[config.mk]
export PLATFORM = sky130hd
export DESIGN_NAME = sar_adc_control_unit
export DESIGN_NICKNAME = d
export VERILOG_FILES = /design/src/design/sar_adc_pkg.sv /design/src/design/sar_adc_clkdiv.sv /design/src/design/sar_adc_control_unit.sv
export VERILOG_INCLUDE_DIRS = /design/src /design/src/design
export SDC_FILE = /design/constraint.sdc
export NUM_CORES = 1
export LEC_CHECK = 0
export ABC_CLOCK_PERIOD_IN_PS = 2500
export BUFFER_PORTS_ARGS = -buffer_cell sky130_fd_sc_hd__buf_2
export CORE_MARGIN = 10
export CORE_UTILIZATION = 49
export DETAILED_ROUTE_END_ITERATION = 10
export GPL_ROUTABILITY_DRIVEN = 0
export PLACE_DENSITY = 0.75
export SLEW_MARGIN = 10
export SYNTH_ARGS = -nofsm -noshare
export SYNTH_HDL_FRONTEND = slang
export SYNTH_SLANG_ARGS = --single-unit
[constraint.sdc]
create_clock -name CLOCK_IN -period 2.5 [get_ports CLOCK_IN]
set_input_delay 0.25 -clock CLOCK_IN [delete_from_list [all_inputs] [get_ports CLOCK_IN]]
set_output_delay 0.25 -clock CLOCK_IN [all_outputs]
set_load 0.02 [all_outputs]
[src/design/sar_adc_cfg.svh]
`ifndef SAR_ADC_CFG_SVH
`define SAR_ADC_CFG_SVH

// ==========================================================================
// Register byte offsets on the APB
// ==========================================================================
`define OFS_CHAN_RUN     8'h00
`define OFS_REF_PIN      8'h04
`define OFS_TIMING_FMT   8'h08
`define OFS_RESULT_UPPER 8'h0C
`define OFS_RESULT_LOWER 8'h10
`define OFS_DONE_FLAG    8'h14

// ==========================================================================
// Field positions
// ==========================================================================
`define BIT_MODULE_ON    0
`define BIT_GO           1
`define LSB_SELECTOR     2
`define MSB_SELECTOR     5
`define LSB_PIN_CFG      0
`define MSB_PIN_CFG      3
`define BIT_POS_REF      4
`define BIT_NEG_REF      5
`define LSB_CONV_CLK     0
`define MSB_CONV_CLK     2
`define LSB_ACQ          3
`define MSB_ACQ          5
`define BIT_JUSTIFY      7
`define BIT_DONE_FLAG    0

// ==========================================================================
// Reset values
// ==========================================================================
`define RST_PIN_CFG_FUSE_SET   4'h0
`define RST_PIN_CFG_FUSE_CLEAR 4'h7
`define RST_SELECTOR           4'h0
`define RST_ACQ                3'h0
`define RST_CONV_CLK           3'h0

// ==========================================================================
// Timing
// ==========================================================================
`define CLOCK_PERIOD_NS   50
`define RC_PERIOD_NS      4000
`define RC_PERIOD_CLOCKS  (`RC_PERIOD_NS / `CLOCK_PERIOD_NS)
`define INSTR_CYCLE_CLOCKS 4
`define CONV_PERIODS      11
`define HOLDOFF_PERIODS   3
`define LAST_CHANNEL      4'hC
`define NUM_INPUTS        13

`endif

[src/design/sar_adc_pkg.sv]
package sar_adc_pkg;

  // ========================================================================
  // Controller states
  // ========================================================================
  typedef enum logic [2:0] {
    ST_IDLE     = 3'b000, // Sampling the selected input
    ST_RC_DELAY = 3'b001, // One instruction cycle before RC clock starts
    ST_ACQUIRE  = 3'b010, // Programmed acquisition
    ST_CONVERT  = 3'b011, // Successive approximation
    ST_HOLDOFF  = 3'b100  // Recovery before next acquisition
  } state_t;

  // ========================================================================
  // APB request bundle from the master
  // ========================================================================
  typedef struct packed {
    logic        psel;
    logic        penable;
    logic        pwrite;
    logic [7:0]  paddr;
    logic [31:0] pwdata;
  } apb_req_t;

endpackage

[src/design/sar_adc_clkdiv.sv]
`timescale 1ns/10ps
`include "sar_adc_cfg.svh"

// ==========================================================================
// Conversion clock enable generator
// ==========================================================================
module sar_adc_clkdiv #(
  parameter int RC_DIV = `RC_PERIOD_CLOCKS
) (
  input wire logic clk_in, // System clock
  input wire logic rst_in, // Synchronous reset
  input wire logic run_in, // Divider runs while high
  input wire logic osc_en_in, // System oscillator running
  input wire logic [2:0] sel_in, // Conversion clock select
  output logic tick_out // One pulse per conversion clock period
);

  logic [7:0] count; // Cycles within the current period
  logic [7:0] terminal; // Last count of a period
  logic rc_sel; // Internal RC source chosen

  // Period decode; RC stands in for the free-running RC oscillator
  always_comb begin
    rc_sel = 1'b0;
    unique case (sel_in)
      3'b000: terminal = 8'h01;
      3'b001: terminal = 8'h07;
      3'b010: terminal = 8'h1F;
      3'b100: terminal = 8'h03;
      3'b101: terminal = 8'h0F;
      3'b110: terminal = 8'h3F;
      default: begin
        terminal = 8'(RC_DIV - 1);
        rc_sel = 1'b1;
      end
    endcase
  end

  // Count; oscillator-derived clocks stop in sleep, RC does not
  always_ff @(posedge clk_in) begin
    if (rst_in || !run_in) begin
      count <= 8'h00;
      tick_out <= 1'b0;
    end else if (rc_sel || osc_en_in) begin
      if (count >= terminal) begin
        count <= 8'h00;
        tick_out <= 1'b1;
      end else begin
        count <= count + 8'h01;
        tick_out <= 1'b0;
      end
    end else begin
      tick_out <= 1'b0;
    end
  end

endmodule

[src/design/sar_adc_control_unit.sv]
// Decided for this implementation: the register addresses and the APB slave port.
`timescale 1ns/10ps
`include "sar_adc_cfg.svh"


module sar_adc_control_unit #(
  parameter bit LARGE_PACKAGE = 1'b1, // Thirteen inputs when set
  parameter int RC_DIV = `RC_PERIOD_CLOCKS // Clocks per RC period
) (
  input wire logic CLOCK_IN, // 20 MHz system clock
  input wire logic SYS_RST_IN, // Synchronous reset, active high
  input wire sar_adc_pkg::apb_req_t APB_REQ_IN, // APB request bundle
  output logic [31:0] APB_PRDATA_OUT, // APB read data
  output logic APB_PREADY_OUT, // APB ready
  output logic APB_PSLVERR_OUT, // APB error on unmapped address
  input wire logic PORT_ANALOG_FUSE_IN, // Port-analog fuse strap
  input wire logic SLEEP_IN, // Device in sleep, oscillator stopped
  input wire logic COMP_IN, // Comparator: held sample above trial
  output logic [9:0] DAC_CODE_OUT, // Trial code to the DAC
  output logic SAMPLE_OUT, // Sampling switch closed
  output logic CONVERTING_OUT, // Hold capacitor isolated, converting
  output logic [3:0] CHANNEL_OUT, // Input multiplexer select
  output logic CHANNEL_VALID_OUT, // Selector names a real input
  output logic [12:0] ANALOG_PINS_OUT, // Per-input analog mode
  output logic NEG_REF_EXT_OUT, // Negative reference from pin
  output logic POS_REF_EXT_OUT, // Positive reference from pin
  output logic MODULE_ON_OUT, // Converter powered
  output logic DONE_FLAG_OUT // Conversion done flag
);

  // ========================================================================
  // Declarations
  // ========================================================================
  sar_adc_pkg::state_t state; // Controller state
  sar_adc_pkg::state_t next_state; // Next controller state
  sar_adc_pkg::state_t launch_state; // Where a start goes
  logic module_on; // Module enable bit
  logic go; // Conversion status bit
  logic [3:0] selector; // Input selector
  logic neg_ref_select; // Negative reference source
  logic pos_ref_select; // Positive reference source
  logic [3:0] pin_config_field; // Analog/digital map code
  logic justify_select; // 1 right, 0 left
  logic [2:0] acquisition_field; // Acquisition time code
  logic [2:0] conv_clock_select; // Conversion clock code
  logic conv_done_flag; // Sticky done flag
  logic [7:0] result_upper; // Result high byte
  logic [7:0] result_lower; // Result low byte
  logic [9:0] sar; // Approximation register
  logic [9:0] next_sar; // Approximation after this decision
  logic [3:0] bit_idx; // Bit under trial
  logic [4:0] period_cnt; // Periods spent in current state
  logic [4:0] acq_periods; // Decoded acquisition periods
  logic [2:0] delay_cnt; // Clocks in RC start delay
  logic tick; // One conversion clock period elapsed
  logic fuse_s1, fuse_s2; // Fuse synchroniser
  logic comp_s1, comp_s2; // Comparator synchroniser
  logic sleep_s1, sleep_s2; // Sleep synchroniser
  logic rc_sel; // RC conversion clock chosen
  logic access; // APB access phase
  logic wr_en; // Write takes effect this edge
  logic go_set; // Accepted start request
  logic done_evt; // Last decision of a conversion
  logic flag_clr; // Software clears done flag
  logic addr_ok; // Address is mapped
  logic [31:0] rd_data; // Read mux
  logic [12:0] analog_map; // Decoded analog mask
  logic chan_ok; // Selector decodes to an input

  // ========================================================================
  // Synchronisers for asynchronous inputs
  // ========================================================================
  // Pins may change at any time; two flops each before use
  always_ff @(posedge CLOCK_IN) begin
    fuse_s1 <= PORT_ANALOG_FUSE_IN;
    fuse_s2 <= fuse_s1;
    comp_s1 <= COMP_IN;
    comp_s2 <= comp_s1;
    sleep_s1 <= SLEEP_IN;
    sleep_s2 <= sleep_s1;
  end

  // ========================================================================
  // APB decode
  // ========================================================================
  assign access = APB_REQ_IN.psel && APB_REQ_IN.penable;
  assign wr_en = access && APB_REQ_IN.pwrite && APB_PREADY_OUT;
  assign flag_clr = wr_en && (APB_REQ_IN.paddr == `OFS_DONE_FLAG) &&
                    APB_REQ_IN.pwdata[`BIT_DONE_FLAG];

  // Start only when on, idle or recovering, and not already pending
  assign go_set = wr_en && (APB_REQ_IN.paddr == `OFS_CHAN_RUN) &&
                  APB_REQ_IN.pwdata[`BIT_GO] && module_on && !go &&
                  (state == sar_adc_pkg::ST_IDLE || state == sar_adc_pkg::ST_HOLDOFF);

  always_comb begin
    unique case (APB_REQ_IN.paddr)
      `OFS_CHAN_RUN, `OFS_REF_PIN, `OFS_TIMING_FMT,
      `OFS_RESULT_UPPER, `OFS_RESULT_LOWER, `OFS_DONE_FLAG: addr_ok = 1'b1;
      default: addr_ok = 1'b0;
    endcase
  end

  // Read mux; unused upper bits fixed at zero
  always_comb begin
    rd_data = 32'h0000_0000;
    unique case (APB_REQ_IN.paddr)
      `OFS_CHAN_RUN: rd_data[7:0] = {2'b00, selector, go, module_on};
      `OFS_REF_PIN: rd_data[7:0] = {2'b00, neg_ref_select, pos_ref_select,
                                    pin_config_field};
      `OFS_TIMING_FMT: rd_data[7:0] = {justify_select, 1'b0, acquisition_field,
                                       conv_clock_select};
      `OFS_RESULT_UPPER: rd_data[7:0] = result_upper;
      `OFS_RESULT_LOWER: rd_data[7:0] = result_lower;
      `OFS_DONE_FLAG: rd_data[0] = conv_done_flag;
      default: rd_data = 32'h0000_0000;
    endcase
  end

  // One wait state: ready rises in the second access cycle
  always_ff @(posedge CLOCK_IN) begin
    if (SYS_RST_IN) begin
      APB_PREADY_OUT <= 1'b0;
      APB_PRDATA_OUT <= 32'h0000_0000;
      APB_PSLVERR_OUT <= 1'b0;
    end else if (access && !APB_PREADY_OUT) begin
      APB_PREADY_OUT <= 1'b1;
      APB_PRDATA_OUT <= APB_REQ_IN.pwrite ? 32'h0000_0000 : rd_data;
      APB_PSLVERR_OUT <= !addr_ok;
    end else begin
      APB_PREADY_OUT <= 1'b0;
      APB_PSLVERR_OUT <= 1'b0;
    end
  end

  // ========================================================================
  // Configuration registers
  // ========================================================================
  // Every device reset restores these; pin map follows the fuse
  always_ff @(posedge CLOCK_IN) begin
    if (SYS_RST_IN) begin
      module_on <= 1'b0;
      selector <= `RST_SELECTOR;
      neg_ref_select <= 1'b0;
      pos_ref_select <= 1'b0;
      pin_config_field <= fuse_s2 ? `RST_PIN_CFG_FUSE_SET
                                  : `RST_PIN_CFG_FUSE_CLEAR;
      justify_select <= 1'b0;
      acquisition_field <= `RST_ACQ;
      conv_clock_select <= `RST_CONV_CLK;
    end else if (wr_en) begin
      unique case (APB_REQ_IN.paddr)
        `OFS_CHAN_RUN: begin
          module_on <= APB_REQ_IN.pwdata[`BIT_MODULE_ON];
          selector <= APB_REQ_IN.pwdata[`MSB_SELECTOR:`LSB_SELECTOR];
        end
        `OFS_REF_PIN: begin
          neg_ref_select <= APB_REQ_IN.pwdata[`BIT_NEG_REF];
          pos_ref_select <= APB_REQ_IN.pwdata[`BIT_POS_REF];
          pin_config_field <= APB_REQ_IN.pwdata[`MSB_PIN_CFG:`LSB_PIN_CFG];
        end
        `OFS_TIMING_FMT: begin
          justify_select <= APB_REQ_IN.pwdata[`BIT_JUSTIFY];
          acquisition_field <= APB_REQ_IN.pwdata[`MSB_ACQ:`LSB_ACQ];
          conv_clock_select <= APB_REQ_IN.pwdata[`MSB_CONV_CLK:`LSB_CONV_CLK];
        end
        default: begin
        end
      endcase
    end
  end

  // ========================================================================
  // Timing decode
  // ========================================================================
  always_comb begin
    unique case (acquisition_field)
      3'b111: acq_periods = 5'd20;
      3'b110: acq_periods = 5'd16;
      3'b101: acq_periods = 5'd12;
      3'b100: acq_periods = 5'd8;
      3'b011: acq_periods = 5'd6;
      3'b010: acq_periods = 5'd4;
      3'b001: acq_periods = 5'd2;
      3'b000: acq_periods = 5'd0;
    endcase
  end

  assign rc_sel = (conv_clock_select[1:0] == 2'b11);
  assign done_evt = (state == sar_adc_pkg::ST_CONVERT) && tick &&
                    (period_cnt == 5'(`CONV_PERIODS - 1));

  // Conversion clock; runs only once the timed states are reached
  sar_adc_clkdiv #(
    .RC_DIV(RC_DIV)
  ) u_clkdiv (
    .clk_in(CLOCK_IN),
    .rst_in(SYS_RST_IN),
    .run_in(state == sar_adc_pkg::ST_ACQUIRE || state == sar_adc_pkg::ST_CONVERT ||
            state == sar_adc_pkg::ST_HOLDOFF),
    .osc_en_in(!sleep_s2),
    .sel_in(conv_clock_select),
    .tick_out(tick)
  );

  // ========================================================================
  // Sequencer
  // ========================================================================
  // Zero acquisition skips to converting; an RC start passes through ST_RC_DELAY first
  always_comb begin
    if (rc_sel) begin
      launch_state = sar_adc_pkg::ST_RC_DELAY;
    end else if (acq_periods == 5'd0) begin
      launch_state = sar_adc_pkg::ST_CONVERT;
    end else begin
      launch_state = sar_adc_pkg::ST_ACQUIRE;
    end
  end

  always_comb begin
    next_state = state;
    unique case (state)
      sar_adc_pkg::ST_IDLE: begin
        if (go_set) begin
          next_state = launch_state;
        end
      end
      sar_adc_pkg::ST_RC_DELAY: begin
        // Leaves time for the processor to enter sleep
        if (delay_cnt == 3'(`INSTR_CYCLE_CLOCKS - 1)) begin
          next_state = (acq_periods == 5'd0) ? sar_adc_pkg::ST_CONVERT
                                          : sar_adc_pkg::ST_ACQUIRE;
        end
      end
      sar_adc_pkg::ST_ACQUIRE: begin
        if (tick && period_cnt == acq_periods - 5'd1) begin
          next_state = sar_adc_pkg::ST_CONVERT;
        end
      end
      sar_adc_pkg::ST_CONVERT: begin
        if (done_evt) begin
          next_state = sar_adc_pkg::ST_HOLDOFF;
        end
      end
      sar_adc_pkg::ST_HOLDOFF: begin
        // A start taken here waits out the recovery first
        if (tick && period_cnt == 5'(`HOLDOFF_PERIODS - 1)) begin
          next_state = go ? launch_state : sar_adc_pkg::ST_IDLE;
        end
      end
      default: next_state = sar_adc_pkg::ST_IDLE;
    endcase
    if (!module_on) begin
      next_state = sar_adc_pkg::ST_IDLE;
    end
  end

  always_ff @(posedge CLOCK_IN) begin
    if (SYS_RST_IN) begin
      state <= sar_adc_pkg::ST_IDLE;
    end else begin
      state <= next_state;
    end
  end

  // Period and delay counters restart on every state change
  always_ff @(posedge CLOCK_IN) begin
    if (SYS_RST_IN || state != next_state) begin
      period_cnt <= 5'd0;
      delay_cnt <= 3'd0;
    end else begin
      if (tick) begin
        period_cnt <= period_cnt + 5'd1;
      end
      if (state == sar_adc_pkg::ST_RC_DELAY) begin
        delay_cnt <= delay_cnt + 3'd1;
      end
    end
  end

  // Status bit: set by start, cleared at completion or power-down
  always_ff @(posedge CLOCK_IN) begin
    if (SYS_RST_IN || !module_on) begin
      go <= 1'b0;
    end else if (done_evt) begin
      go <= 1'b0;
    end else if (go_set) begin
      go <= 1'b1;
    end
  end

  // Done flag: hardware set wins over a simultaneous clear
  always_ff @(posedge CLOCK_IN) begin
    if (SYS_RST_IN) begin
      conv_done_flag <= 1'b0;
    end else if (done_evt) begin
      conv_done_flag <= 1'b1;
    end else if (flag_clr) begin
      conv_done_flag <= 1'b0;
    end
  end

  // ========================================================================
  // Successive approximation
  // ========================================================================
  // Keep or drop the bit under trial, then try the next one down
  always_comb begin
    next_sar = sar;
    next_sar[bit_idx] = comp_s2;
    if (bit_idx != 4'd0) begin
      next_sar[bit_idx - 4'd1] = 1'b1;
    end
  end

  // First period settles the held sample; ten decisions follow
  always_ff @(posedge CLOCK_IN) begin
    if (SYS_RST_IN) begin
      sar <= 10'h000;
      bit_idx <= 4'd9;
    end else if (state != sar_adc_pkg::ST_CONVERT &&
                 next_state == sar_adc_pkg::ST_CONVERT) begin
      sar <= 10'h200;
      bit_idx <= 4'd9;
    end else if (state == sar_adc_pkg::ST_CONVERT && tick && period_cnt != 5'd0) begin
      sar <= next_sar;
      if (bit_idx != 4'd0) begin
        bit_idx <= bit_idx - 4'd1;
      end
    end
  end

  // Result pair has no reset so its contents survive resets
  always_ff @(posedge CLOCK_IN) begin
    if (done_evt) begin
      if (justify_select) begin
        {result_upper, result_lower} <= {6'h00, next_sar};
      end else begin
        {result_upper, result_lower} <= {next_sar, 6'h00};
      end
    end
  end

  // ========================================================================
  // Pin and channel decode
  // ========================================================================
  // Digital count grows from input 12 downward
  always_comb begin
    analog_map = 13'h0000;
    for (int i = 0; i < `NUM_INPUTS; i++) begin
      if (pin_config_field < 4'h3) begin
        analog_map[i] = 1'b1;
      end else begin
        analog_map[i] = (i < (`NUM_INPUTS + 2 - int'(pin_config_field)));
      end
      if (!LARGE_PACKAGE && i >= 5 && i <= 7) begin
        analog_map[i] = 1'b0;
      end
    end
    chan_ok = (selector <= `LAST_CHANNEL) &&
              (LARGE_PACKAGE || selector < 4'h5 || selector > 4'h7);
  end

  // Analog side outputs, registered
  always_ff @(posedge CLOCK_IN) begin
    if (SYS_RST_IN) begin
      SAMPLE_OUT <= 1'b0;
      CONVERTING_OUT <= 1'b0;
      CHANNEL_OUT <= 4'h0;
      CHANNEL_VALID_OUT <= 1'b0;
      ANALOG_PINS_OUT <= 13'h0000;
    end else begin
      SAMPLE_OUT <= module_on && next_state != sar_adc_pkg::ST_CONVERT;
      CONVERTING_OUT <= (next_state == sar_adc_pkg::ST_CONVERT);
      CHANNEL_OUT <= selector;
      CHANNEL_VALID_OUT <= chan_ok;
      ANALOG_PINS_OUT <= analog_map;
    end
  end

  assign DAC_CODE_OUT = sar;
  assign NEG_REF_EXT_OUT = neg_ref_select;
  assign POS_REF_EXT_OUT = pos_ref_select;
  assign MODULE_ON_OUT = module_on;
  assign DONE_FLAG_OUT = conv_done_flag;

endmodule

==> results.txt <==
- Post-synthesis to final-layout area growth: 11.24%
- The worst register-to-register path ends at acq_periods[2].
- Startpoint-to-endpoint class of the critical path: reg2reg
- Number of buffers inserted by port buffering: 66
* CTS tree: built
- Initial core utilization: 0.5095
* Ratio of final minimum period to clock period: 0.9576
- The net count of the finished layout is about 710.
* Final-layout worst hold slack: 0.1184 ns
- Required time at the worst-slack endpoint: between 2 and 3 ns
- Synthesis produced 576 cells.
* DRT iter0 DRCs: 320
- Number of primary I/O pins: about 120
* Synth area leader: dfxtp_1
* Number of antenna repair diodes: 0
- Power per Cell Area: roughly 520 nW/um2
- The worst register-to-register path begins at APB_PREADY_OUT.
- DRC violation count after routing: 0
- Final critical-path required period: between 2 and 2.5 ns
* Highest routed metal layer: met4
* FF+latch count, synth: 110
- Depth of the worst register-to-register path: 7
* Drt wl/cell: 15.90 um
- Yosys top cell area share: 0.3395
- Setup repair after global routing left no endpoint under its margin.
- Detailed route wirelength on metal2: 6.031 mm
- Ys async rst share: 0
- Data arrival time of the critical path: 2.67 ns
* Met1 Routed Length: 5.388 mm
- Sum of overflow across all layers after global routing: 0
- Clock transition time at the flip-flop clock pins of the worst setup and hold paths: 0.11 ns
* Maximum number of pins on one net before global-route repair: 34
- At the later pin of the worst-skew pair, clock insertion delay measures ~0.38 ns.
* DIE WIDTH: 124.1 um
- Along the worst path, the maximum fanout reaches 4.
- The worst setup path is launched from a flop.
* Placed wire-length estimate after detailed placement: 9.638 mm
* DR vias: between 4,000 and 5,000
* Final clock skew: 0.01469 ns
- The initialized floorplan defines 37 standard-cell rows.
- Transition time at the pin with the least slew margin: 0.7733 ns
* Cell types occupying the most area after synthesis: dfxtp_1, edfxtp_1, nor2_1
- The clock drives 110 sinks.
- Number of max-cap violations: 0
- The die covers 15,390 um2.
* Netlist cell types: 72
* Total wire length after detailed routing: 12.47 mm
* Netlist area before placement: 5308 um2
* First element of the critical path: APB_PREADY_OUT
* Outcome: completed
- Global-route usage over all layers: 0.1595
- Yosys printed 0 warnings.
* Relative slew margins: 0.4833
- Seq. cell area: between 2000 and 2500 um2
* Antenna violations before repair: 0
* Number of slew-limit violations in the final report: 0
* Total negative slack for setup checks: 0 ns
- Across the VDD grid, the largest voltage drop is 0.2932 mV.
* Main flop type after synthesis: dfxtp_1
- Critical path endpoint: acq_periods[2]
- STA classifies the critical path endpoint as a flop.
- The number of clock buffers added by TritonCTS is 9.
* Vias in the first global route: 4,190
- Yosys mapped a number of flops with a built-in enable equal to 20.
- Commonest cells in the synthesized netlist: dfxtp_1, nor2_1, nand2_1
* Number of detailed-route iterations in the first pass: 5
* Root buffer cell: clkbuf_8
- Of the synthesized area, sequential elements account for 0.4526.
- Counting the fill cells in the layout gives 937.
* Area of the placeable core: 10,420 um2
- Post-route total power: 3.050 mW
- The multi-input combinational cells in the finished layout cover a total of ~2600 um2.
- The number of hold-slack violations in the final timing report is 0.
* Leakage dissipation: 2.409 nW
- Total setup buffers inserted after CTS: 0
* Fmax: between 400 and 500 MHz
- After detailed routing, the met3 layer carries 913 um of wire.
- In this run the register-to-register setup slack is approximately 0.11 ns.
* Layout cells sized above 1: 0.1975
* Dominant cell by count in the synthesized netlist: dfxtp_1
- Setup violations remaining at the end of the flow were counted as 0.
- In this run the number of H-tree levels came out at 3.
* Path class of the lowest-slack min-delay path: in2reg
- Clock buffer depth: 2
- In the routed layout, each cell is associated on average with a via count of about 5.5.
* Mean area per synthesized cell: just over 9 um2
- Global-route wire length before repair: about 20 mm
* Die extent in y: 124.1 um
* Antenna-violating nets left: 0
sequential cells by signal (all words and copies together) (netlist names), 4 cells and up:
| name | count |
|---|---|
| acq_periods | 4 |
| period_cnt | 5 |
| ANALOG_PINS_OUT | 13 |
| result_upper | 8 |
| APB_PRDATA_OUT | 8 |
| CHANNEL_OUT | 4 |
| result_lower | 8 |
| selector | 4 |
| bit_idx | 4 |
| u_clkdiv.count | 8 |
| DAC_CODE_OUT | 10 |
| pin_config_field | 4 |
placed cells by master (no fill, tap or decap), types with 2 or more instances in the layout:
cell	count
a31oi_1	5
xnor2_1	8
o31ai_1	3
a21o_1	2
inv_1	17
dlygate4sd3_1	3
buf_2	66
edfxtp_1	20
nor3_1	23
dfxtp_1	90
nand4_1	10
a21oi_1	43
and3_1	12
o21ai_0	14
or2_2	5
nand3b_1	2
clkinv_2	2
or3_1	4
and2b_2	4
nand3_1	19
and2_1	2
buf_4	18
xor2_1	11
nand2_1	50
nand2b_1	4
nor2_1	66
clkbuf_8	9
conb_1	24
a221o_1	2
inv_6	2
a211oi_1	5
nor4_1	3
a311oi_1	3
mux2i_1	20
ha_1	17
a21boi_0	2
nor3b_1	2
or4_4	2
nor2b_1	11
a221oi_1	7
routing by layer:
| layer | vias to the layer above | track usage |
|---|---|---|
| met2 | 128 | 0.2731 |
| met3 | 14 | 0.04480 |
| met5 | - | 0 |
| li1 | 2122 | - |
| met1 | 2016 | 0.1923 |
| met4 | 0 | 0.04245 |
worst min path at each step:
stage	from	endpoint	slack, ns	cells after the start
after floorplan	COMP_IN	comp_s1	0.28	0
after global placement	sleep_s1	sleep_s2	0.31	0
final	APB_REQ_IN[7]	justify_select	0.12	3
after CTS	APB_REQ_IN[7]	justify_select	0.11	3
after detailed placement	comp_s1	comp_s2	0.32	0
after global routing	APB_REQ_IN[7]	justify_select	0.13	3
power breakdown:
part	total, mW	internal, mW	switching (mW)
sequential	1.84	1.82	0.0192
combinational	0.200	0.0624	0.137
clock	1.01	0.376	0.630
worst max-delay path, stage by stage (launching register included):
cell     delay, ns
dfxtp_1       0.38
nand4_1       0.15
or3_2         0.52
nor4_4        0.39
buf_4         0.21
mux2i_1       0.28
nor2_1        0.09
mux2_2        0.28
repair_timing:
item | 4_1_cts | 5_1_grt
setup endpoints to repair | 0 | 1
gates resized for setup | 0 | 1
hold buffers | 3 | 0
endpoints found under the hold margin | 3 | 0
kinds of logic after synthesis:
kind of cell               count (synthesis)  synth area share
xor gates and xnor gates                  19           0.03135
muxes                                     23           0.04667
and+or+nand+nor                          232            0.2216
buffers and inverters                     71           0.07779
adders and majority gates                 17           0.04007
DFF                                      110            0.4526
AOI/OAI and AO/OA                        103            0.1292
other                                      1         0.0007065
per-stage QoR:
stage	area [um2]	std cells	setup slack (ns)	util
after floorplan	5403	599	0.06905	-
after global placement	5689	765	-0.03582	0.5462
after detailed placement	5689	765	-0.07881	0.5462
after CTS	5897	784	0.1279	0.5661
after global routing	5904	784	0.005490	0.5668
final	5904	784	0.1060	0.5668
layout make-up:
cell class | count | share of cell area
Tap cell | 136 | 0.02882
Timing Repair Buffer | 87 | 0.08392
Clock buffer | 9 | 0.02098
Sequential cell | 110 | 0.4069
Clock inverter | 7 | 0.009112
Multi-Input combinational cell | 418 | 0.4395
Inverter | 17 | 0.01081
Power figures use the tool's default switching activity.
